### config.mk
export PLATFORM = sky130hd
export DESIGN_NAME = oasc_top
export DESIGN_NICKNAME = d
export VERILOG_FILES = /design/src/shared/oasc_pkg.sv /design/src/shared/oasc_if.sv /design/src/rtl/oasc_out_stage.sv /design/src/rtl/oasc_top.sv
export SDC_FILE = /design/constraint.sdc
export NUM_CORES = 1
export LEC_CHECK = 0
export BUFFER_PORTS_ARGS = -buffer_cell sky130_fd_sc_hd__buf_2
export CAP_MARGIN = 20
export CORE_MARGIN = 1
export CORE_UTILIZATION = 40
export CTS_CLUSTER_DIAMETER = 50
export DETAILED_ROUTE_END_ITERATION = 7
export PLACE_DENSITY = 0.77
export SLEW_MARGIN = 20
export SYNTH_ARGS = -nofsm -noshare
export SYNTH_HDL_FRONTEND = slang
export SYNTH_SLANG_ARGS = --single-unit
export TNS_END_PERCENT = 100
### constraint.sdc
create_clock -name clk -period 2.21 [get_ports clk]
set_input_delay 0.442 -clock clk [delete_from_list [all_inputs] [get_ports clk]]
set_output_delay 0.442 -clock clk [all_outputs]
set_load 0.1 [all_outputs]
### src/shared/oasc_pkg.sv
// package of constants and types for the output auto-shutdown unit
//
// Behaviour
// RULE1: overrides hold until first rise after clear
// RULE2: software request bit forces shutdown state
// RULE3: no auto-restart: wait software clear, then rise
// RULE4: auto-restart: hardware clears request when inputs idle
// RULE5: active source resets latches, overrides outputs immediately
// RULE6: enabled sources active low, any one shuts down
// RULE7: separate enable bit for each of eight sources
// RULE8: level sensitive; held while source stays active
// RULE9: one field sets A/C, other sets B/D
// RULE10: four choices: low, high, tri-state, inactive
// RULE11: polarity skips forced levels, applies to inactive
// RULE12: field encoding identical for both output pairs
package oasc_pkg;
    // number of shutdown sources: pin, cmp1..4, logic cell, two timers
    localparam int          OASC_NSRC      = 8;
    // override field codes, shared by both pairs
    localparam logic [1:0]  OASC_OVR_INACT = 2'h0;
    localparam logic [1:0]  OASC_OVR_TRI   = 2'h1;
    localparam logic [1:0]  OASC_OVR_LOW   = 2'h2;
    localparam logic [1:0]  OASC_OVR_HIGH  = 2'h3;
    // source enable bit positions
    localparam int          OASC_SRC_PIN   = 0;
    localparam int          OASC_SRC_CMP1  = 1;
    localparam int          OASC_SRC_CMP4  = 4;
    localparam int          OASC_SRC_LC    = 5;
    localparam int          OASC_SRC_TMRA  = 6;
    localparam int          OASC_SRC_TMRB  = 7;
    // reset values
    localparam logic [7:0]  OASC_SRC_RST   = 8'h00;
    localparam logic [3:0]  OASC_OUT_RST   = 4'h0;
    localparam logic [3:0]  OASC_OE_RST    = 4'h0;
    // shutdown state machine
    typedef enum logic [1:0] {
        OASC_RUN  = 2'b01,
        OASC_SHUT = 2'b10
    } oasc_state_t;
endpackage

### src/shared/oasc_if.sv
// interface carrying the pin stage signals between core and output stage
`timescale 1ns/1ps
interface oasc_if;
    logic [3:0] drv;       // generator drive, already polarity applied
    logic [3:0] pol;       // polarity per output, 1 inverts
    logic [3:0] inact;     // inactive level before polarity
    logic       hold;      // overrides in force
    logic [1:0] sel_ac;    // override code, pair a/c
    logic [1:0] sel_bd;    // override code, pair b/d
    logic [3:0] pin_o;     // registered pin levels
    logic [3:0] pin_oe;    // registered pin enables
    modport core  (output drv, pol, inact, hold, sel_ac, sel_bd,
                   input pin_o, pin_oe);
    modport stage (input drv, pol, inact, hold, sel_ac, sel_bd,
                   output pin_o, pin_oe);
endinterface

### src/rtl/oasc_out_stage.sv
// output stage: applies override levels and registers the pins
`timescale 1ns/1ps
module oasc_out_stage
    import oasc_pkg::*;
(
    // clock and reset
    input  wire logic clk,
    input  wire logic reset,
    // core side
    oasc_if.stage     bus
);
    logic [3:0] o_nxt;   // next pin levels
    logic [3:0] oe_nxt;  // next pin enables
    logic [3:0] o_r;     // registered levels
    logic [3:0] oe_r;    // registered enables

    // pick one override per output; a/c are bits 0,2, b/d bits 1,3
    always_comb begin
        for (int i = 0; i < 4; i++) begin
            logic [1:0] sel;
            sel = (i % 2 == 0) ? bus.sel_ac : bus.sel_bd; // [RULE9] [RULE12]
            o_nxt[i]  = bus.drv[i];
            oe_nxt[i] = 1'b1;
            if (bus.hold) begin
                case (sel) // [RULE10]
                    OASC_OVR_LOW:  o_nxt[i] = 1'b0;   // no polarity [RULE11]
                    OASC_OVR_HIGH: o_nxt[i] = 1'b1;   // no polarity [RULE11]
                    OASC_OVR_TRI: begin
                        o_nxt[i]  = 1'b0;
                        oe_nxt[i] = 1'b0;             // release the pin
                    end
                    default: o_nxt[i] = bus.inact[i] ^ bus.pol[i]; // [RULE11]
                endcase
            end
        end
    end

    // register pins so outputs come from flip-flops
    always_ff @(posedge clk) begin
        if (reset) begin
            o_r  <= OASC_OUT_RST;
            oe_r <= OASC_OE_RST;
        end else begin
            o_r  <= o_nxt;
            oe_r <= oe_nxt;
        end
    end

    assign bus.pin_o  = o_r;
    assign bus.pin_oe = oe_r;
endmodule

### src/rtl/oasc_top.sv
// auto-shutdown control of the complementary output generator
`timescale 1ns/1ps
module oasc_top
    import oasc_pkg::*;
(
    // clock and reset
    input  wire logic       clk,
    input  wire logic       reset,
    // control bits
    input  wire logic       shutdown_enable,     // auto-shutdown function on
    input  wire logic       auto_restart,        // hardware clears request
    input  wire logic       sw_req_set,          // pulse: software sets request
    input  wire logic       sw_req_clr,          // pulse: software clears it
    input  wire logic [7:0] shutdown_source_select_reg, // source enables
    input  wire logic [1:0] override_level_pair_ac,
    input  wire logic [1:0] override_level_pair_bd,
    input  wire logic [3:0] polarity,            // 1 inverts output
    // shutdown sources, active low
    input  wire logic       fault_pin_n,
    input  wire logic [3:0] cmp_n,
    input  wire logic       logic_cell_n,
    input  wire logic [1:0] timer_n,
    // generator events that steer the drive
    input  wire logic       rise_evt,            // pulse: rising event
    input  wire logic       fall_evt,            // pulse: falling event
    // status
    output logic            shutdown_request_bit,
    output logic            shutdown_active,
    // generator outputs a..d as pins
    output logic            gen_output_a,
    output logic            gen_output_b,
    output logic            gen_output_c,
    output logic            gen_output_d,
    output logic [3:0]      gen_output_oe
);
    oasc_if                 pin_if ();           // core to output stage
    oasc_state_t            st_r;                // shutdown state
    oasc_state_t            st_nxt;
    logic                   req_r;               // software request bit
    logic                   req_nxt;
    logic                   drv_r;               // output drive latch
    logic                   drv_nxt;
    logic                   sta_r;               // status flop
    logic [OASC_NSRC-1:0]   src_act;             // active sources
    logic                   ext_shut;            // any enabled source low

    // gather sources; low level means active, gated by its enable
    always_comb begin
        src_act[OASC_SRC_PIN]              = ~fault_pin_n;    // [RULE6]
        src_act[OASC_SRC_CMP4:OASC_SRC_CMP1] = ~cmp_n;
        src_act[OASC_SRC_LC]               = ~logic_cell_n;
        src_act[OASC_SRC_TMRA]             = ~timer_n[0];
        src_act[OASC_SRC_TMRB]             = ~timer_n[1];
        // one enable per source [RULE7]; any one suffices [RULE6]
        ext_shut = shutdown_enable
                 & |(src_act & shutdown_source_select_reg);
    end

    // request bit and shutdown state; level sensitive by construction
    always_comb begin
        req_nxt = req_r;
        st_nxt  = st_r;
        if (!shutdown_enable) begin
            // disabling the function is the only escape from a fault
            req_nxt = 1'b0;                              // [RULE8]
        end else begin
            if (sw_req_clr)
                req_nxt = 1'b0;
            if (auto_restart && !ext_shut)
                req_nxt = 1'b0;                          // [RULE4]
            // set wins over any clear in the same cycle
            if (sw_req_set || ext_shut)
                req_nxt = 1'b1;                          // [RULE2] [RULE8]
        end
        case (st_r)
            OASC_RUN: begin
                if (req_nxt)
                    st_nxt = OASC_SHUT;                  // [RULE2] [RULE5]
            end
            OASC_SHUT: begin
                // leave only on a rise once cleared [RULE1] [RULE3] [RULE4]
                if (!req_r && !req_nxt && rise_evt)
                    st_nxt = OASC_RUN;
            end
            default: st_nxt = OASC_SHUT;
        endcase
    end

    // request and state registers
    always_ff @(posedge clk) begin
        if (reset) begin
            st_r  <= OASC_RUN;
            req_r <= 1'b0;
            sta_r <= 1'b0;
        end else begin
            st_r  <= st_nxt;
            req_r <= req_nxt;
            sta_r <= (st_nxt == OASC_SHUT);
        end
    end

    // drive latch: set on rise, cleared on fall or while the next state is shutdown
    always_comb begin
        drv_nxt = drv_r;
        if (fall_evt)
            drv_nxt = 1'b0;
        else if (rise_evt)
            drv_nxt = 1'b1;
        if (st_nxt == OASC_SHUT)
            drv_nxt = 1'b0;                              // [RULE5]
    end

    // drive latch register
    always_ff @(posedge clk) begin
        if (reset)
            drv_r <= 1'b0;
        else
            drv_r <= drv_nxt;
    end

    // complementary drive: a,c follow latch, b,d the opposite
    always_comb begin
        pin_if.inact  = 4'hA;               // latch reset: b,d active
        // next latch value: an event reaches the pins one cycle later,
        // the same delay as an override, so a release shows the new drive
        pin_if.drv    = {~drv_nxt, drv_nxt, ~drv_nxt, drv_nxt} ^ polarity;
        pin_if.pol    = polarity;
        // override applied the same cycle the next state goes to shut
        pin_if.hold   = (st_nxt == OASC_SHUT);           // [RULE5] [RULE1]
        pin_if.sel_ac = override_level_pair_ac;          // [RULE9]
        pin_if.sel_bd = override_level_pair_bd;
    end

    oasc_out_stage u_stage (
        .clk   (clk),
        .reset (reset),
        .bus   (pin_if)
    );

    assign shutdown_request_bit = req_r;
    assign shutdown_active      = sta_r;
    assign gen_output_a         = pin_if.pin_o[0];
    assign gen_output_b         = pin_if.pin_o[1];
    assign gen_output_c         = pin_if.pin_o[2];
    assign gen_output_d         = pin_if.pin_o[3];
    assign gen_output_oe        = pin_if.pin_oe;
endmodule

# [Word level (Yosys, flattened, before mapping)]
# Cells that the tools add are included.
[word_totals] input_bits=32 register_bits=13 output_inout_bits=10
[op_classes] eq_ne=9 reduce_logical=10 bitwise_logic=11 n_mux=22
[ops] operator="1-bit 2-to-1 mux" n=15
[ops] operator="2-bit equality test, second input constant" n=6
[ops] operator="8-bit AND" n=1
[ops] operator="1-bit case mux with 2 select lines" n=4
[ops] operator="8-bit OR reduction" n=1
[ops] operator="1-bit NOT" n=7
[ops] operator="2-bit by 1-bit equality test with 1-bit output, second input constant" n=3
[ops] operator="2-bit 2-to-1 mux" n=2
[ops] operator="4-bit NOT" n=1
[ops] operator="2-bit case mux with 2 select lines" n=1
[ops] operator="2-bit OR reduction" n=2
[ops] operator="4-bit bitwise XOR" n=1
[ops] operator="1-bit logical AND" n=3
[ops] operator="1-bit logical NOT" n=3
[ops] operator="1-bit AND" n=1
[ops] operator="1-bit logical OR" n=1

# [Logic depth before layout (Yosys ltp)]
[depth] ltp_word=19 depth_mapped=8 depth_no_buf=7

# [Cells and area by module]
# From an unflattened synthesis, not the netlist that was laid out.
[hier_totals] cells_unflattened=88 hier_area_um2=726.9
[by_module_without_submodules] module="oasc_top" area_each_um2=454.2 n_inst=1 cells_each=56
[by_module_without_submodules] module="oasc_out_stage" area_each_um2=272.8 n_inst=1 cells_each=32

# [Worst setup path before layout]
# No wires, ideal clock.
[synth_path] kind="reg-to-reg" from="register req_r, in the netlist shutdown_request_bit" to="register u_stage.o_r[3], in the netlist u_stage.bus.pin_o[3]" slack_ns=-0.039 setup_time_ns=0.132 path_stages_with_launch=7 t_arrival_ns=2.117 cell_sequence="dfxtp_1 nor2b_1 a2111oi_2 a211o_1 buf_6 mux2i_1 a31oi_1"
[synth_between] elab_chain_cells=14
[synth_lines] element="start: declaration" line="oasc_top.sv:39" rtl="logic req_r;"
[synth_lines] element="start signal: assignment" line="oasc_top.sv:97" rtl="req_r <= req_nxt;"
[synth_lines] element="1-bit 2-to-1 mux" line="oasc_top.sv:67" rtl="if (sw_req_clr)"
[synth_lines] element="1-bit 2-to-1 mux" line="oasc_top.sv:69" rtl="if (auto_restart && !ext_shut)"
[synth_lines] element="1-bit 2-to-1 mux" line="oasc_top.sv:72" rtl="if (sw_req_set || ext_shut)"
[synth_lines] element="1-bit 2-to-1 mux" line="oasc_top.sv:63" rtl="if (!shutdown_enable) begin"
[synth_lines] element="1-bit logical NOT" line="oasc_top.sv:82" rtl="if (!req_r && !req_nxt && rise_evt)"
[synth_lines] element="1-bit logical AND (2 in a row)" line="oasc_top.sv:82"
[synth_lines] element="2-bit 2-to-1 mux" line="oasc_top.sv:82"
[synth_lines] element="2-bit case mux with 2 select lines (*)" line="oasc_top.sv:75" rtl="case (st_r)"
[synth_lines] element="2-bit equality test (*)" line="oasc_top.sv:109, oasc_top.sv:129"
[synth_lines] element="1-bit 2-to-1 mux" line="oasc_top.sv:109" rtl="if (st_nxt == OASC_SHUT)"
[synth_lines] element="1-bit NOT" line="oasc_top.sv:126" rtl="pin_if.drv = {~drv_nxt, drv_nxt, ~drv_nxt, drv_nxt} ^ polarity;"
[synth_lines] element="4-bit bitwise XOR" line="oasc_top.sv:126"
[synth_lines] element="1-bit 2-to-1 mux (*)" line="oasc_out_stage.sv:24" rtl="if (bus.hold) begin"
[synth_lines] element="end signal: assignment" line="oasc_out_stage.sv:44" rtl="o_r <= o_nxt;"
[synth_lines] element="end: declaration" line="oasc_out_stage.sv:14" rtl="logic [3:0] o_r;"
# Mark *: on every way between the ends. The rest lies on a longest branch, timed or not.
# A chain may end at the register's enable or synchronous reset.

# [Worst setup path after layout]
[layout_path] from="register st_r[0]" to="register u_stage.o_r[1], in the netlist u_stage.bus.pin_o[1]"
[layout_between] elab_chain_cells=7
[layout_lines] element="start: declaration" line="oasc_top.sv:37" rtl="oasc_state_t st_r;"
[layout_lines] element="start signal: assignment" line="oasc_top.sv:96" rtl="st_r <= st_nxt;"
[layout_lines] element="2-bit equality test (tied with other cells)" line="oasc_top.sv:75"
[layout_lines] element="2-bit case mux with 2 select lines (*)" line="oasc_top.sv:75"
[layout_lines] element="2-bit equality test (*)" line="oasc_top.sv:109, oasc_top.sv:129"
[layout_lines] element="1-bit 2-to-1 mux" line="oasc_top.sv:109"
[layout_lines] element="1-bit NOT" line="oasc_top.sv:126"
[layout_lines] element="4-bit bitwise XOR" line="oasc_top.sv:126"
[layout_lines] element="1-bit 2-to-1 mux (*)" line="oasc_out_stage.sv:24"
# Marks and branches as above.

==> flow_summary.yaml <==
status:
  status: "complete, no violations"
die:
  core_um2: 1541
  initial_core_util_pct: 43.43
  dieArea_um2: 1841
  fp.dieH_um: 42.91
  rows: 14
  fp.dieW_um: 42.91
  design.portCount: 42
yosys:
  synth_area_leaders: "dfxtp_1 (33%), inv_1 (6.7%), a31oi_1 (4.7%)"
  synth_top_area_share_pct: 32.90
  syn-cell-area_um2: 669.4
  syn_inst: 85
  synth_most_common_cell: "inv_1"
  synth_top_cell_by_area: "dfxtp_1"
  ys_seq_area_share_pct: 32.90
  synth_edf_count: 0
  avgSynthCellArea_um2: 7.875
  synthFlopType: "dfxtp_1"
  synth_cell_type_count: 28
  synth_nets: 119
  ys_warn_count: 0
  yosys_register_bits: 11
  async_flop_share_pct: 0
  synth_commonest_cells: "inv_1 (12), dfxtp_1 (11), nor2_1 (8)"
drt:
  drtIter0Drc: 30
  vias: 765
  first_pass_iters: 5
  wire_per_inst_um: 10.96
  viasPerCell: 5.387
  antenna_left: 0
  routed_wl_um: 1556
  drc: 0
layout:
  syn_to_final_growth_pct: 33.27
  fillers: 132
  layout.cells.non_filler: 142
  final_area_um2: 892.1
  final_util_pct: 57.87
  drive_gt1_share_pct: 38.10
  n_antenna_cell: 0
  fin_nets: 161
timing:
  fin_skew_ns: 0.01075
  slew_violations: 0
  setup_violations: 0
  setup_tns_ns: 0
  period_needed_ns: 2.080
  worst_pin_slew_ns: 0.4844
  rsz0062_at_grt: "no"
  min_period_over_period_pct: 94.14
  max_freq_ghz: 0.4807
  hold_violations: 0
  slew_headroom_pct: 67.93
clock_tree:
  cts.path.max_buffers: 2
  clk_pin_slew_worst_paths_ns: 0.07
  insertion_delay_ns: 0.27
  htreeDepth: 1
  cts_sinks: 11
  cts_buffers: 3
  clockRootBuffer: "clkbuf_4"
  cts_tree: "built"
  cts_resized: 0
  post_cts_buffers: 0
  cts_hold_buf: 0
grt:
  grt_pass1_wl_um: 2497
  gr-total-overflow: 0
  grt_antenna_before_repair: 0
  grt_pass1_vias: 641
  grt.total_usage_pct: 18.19
  grt_max_degree: 17
critical_path:
  rrSetupSlack_ns: 0.13
  crit_path_max_fanout: 9
  startpoint_type: "flop"
  worst_ep_required_time_ns: 2.35
  cp-end-kind: "flop"
  crit_arrival_ns: 2.22
  worst-setup-path-type: "reg2reg"
power:
  leakage_nw: 0.4618
  ir_drop_mv: 0.5667
  finalPower_uw: 801.8
  power.density_nw_per_um2: 898.7
placement:
  place.gp.congestion: 0.8470
  hpwlAfterDp_um: 1237
  place_area_um2: 865.8
  dp_cells: 138
  portBuffers: 41
run:
  max-cap-violations: 0
hold_path:
  hold_class: "in2reg"
## per-stage QoR
| step | setup slack [ns] | hold WS, ns |
|---|---|---|
| floorplan | 0.3036 | 0.5107 |
| global placement | 0.2373 | 0.5353 |
| detailed placement | 0.2055 | 0.5592 |
| CTS | 0.1778 | 0.4004 |
| global route | 0.01670 | 0.4012 |
| finish | 0.1295 | 0.4047 |
## kinds of logic (layout without fill, tap and decap cells)
family          Yosys count  count (layout)  share of synthesized area, %
mux                       2               2                         2.991
flops                    11              11                         32.90
compound gates           20              20                         21.87
fa+ha+maj                 2               2                         3.738
simple gates             34              34                         27.29
buf+inv                  16              57                         11.21
## report_power, final
part	leakage, nW	switching (mW)	internal [mW]
Sequential	0.0919	0.0133	0.230
Combinational	0.355	0.325	0.102
Clock	0.0150	0.0619	0.0697
## layer usage
layer  vias to the layer above  routed length, um  part of all wire [%]  global-route usage, %
met1                       325                689                    44                  20.63
met5                         -                  0                     0                      0
met4                         0                 33                   2.1                  11.25
met2                        37                698                    45                  27.88
met3                         8                136                   8.7                  7.660
li1                        395                  -                     -                      -
## cells in the final DEF (no fill, tap or decap), types with 2 or more instances in the layout
| cell type | instances |
|---|---|
| dfxtp_1 | 10 |
| buf_2 | 41 |
| mux2i_1 | 2 |
| a31oi_1 | 5 |
| nor2b_1 | 2 |
| inv_1 | 12 |
| nor2_1 | 8 |
| nand4b_1 | 3 |
| nor3b_1 | 3 |
| ha_1 | 2 |
| nand3_1 | 6 |
| a22oi_1 | 2 |
| a21oi_1 | 3 |
| nand2_1 | 3 |
| o21ai_0 | 3 |
| clkbuf_4 | 3 |
| nor3_1 | 6 |
## path summary, 6_finish.rpt
check | start | endpoint | cells past startpoint
max | st_r[0] | u_stage.bus.pin_o[1] | 7
min | override_level_pair_ac[0] | u_stage.bus.pin_oe[2] | 2
max reg2reg | st_r[0] | u_stage.bus.pin_o[1] | 7
min reg2reg | st_r[0] | st_r[0] | 2
## final cells by class
| type | count | area, um2 | area share [%] |
|---|---|---|---|
| Clock buffer | 4 | 26.28 | 2.945 |
| Inverter | 12 | 45.04 | 5.049 |
| Multi-Input combinational cell | 58 | 374.1 | 41.94 |
| Sequential cell | 11 | 221.5 | 24.82 |
| Tap cell | 16 | 20.02 | 2.244 |
| Timing Repair Buffer | 41 | 205.2 | 23.00 |
## sequential cells by signal (all words and copies together), names as in the netlist
register and cells:
drv_r 1, shutdown_active 1, shutdown_request_bit 1, st_r 2, u_stage.bus.pin_o 4, u_stage.bus.pin_oe 2
## worst max-delay path, stage by stage (launching register included)
cell and delay [ns]:
dfxtp_1 0.34, inv_1 0.10, ha_1 0.30, nor2_1 0.09
a2111oi_2 0.46, a211o_1 0.36, mux2i_1 0.22, a31oi_1 0.09
Note: power is estimated with default switching activity, not from simulation.
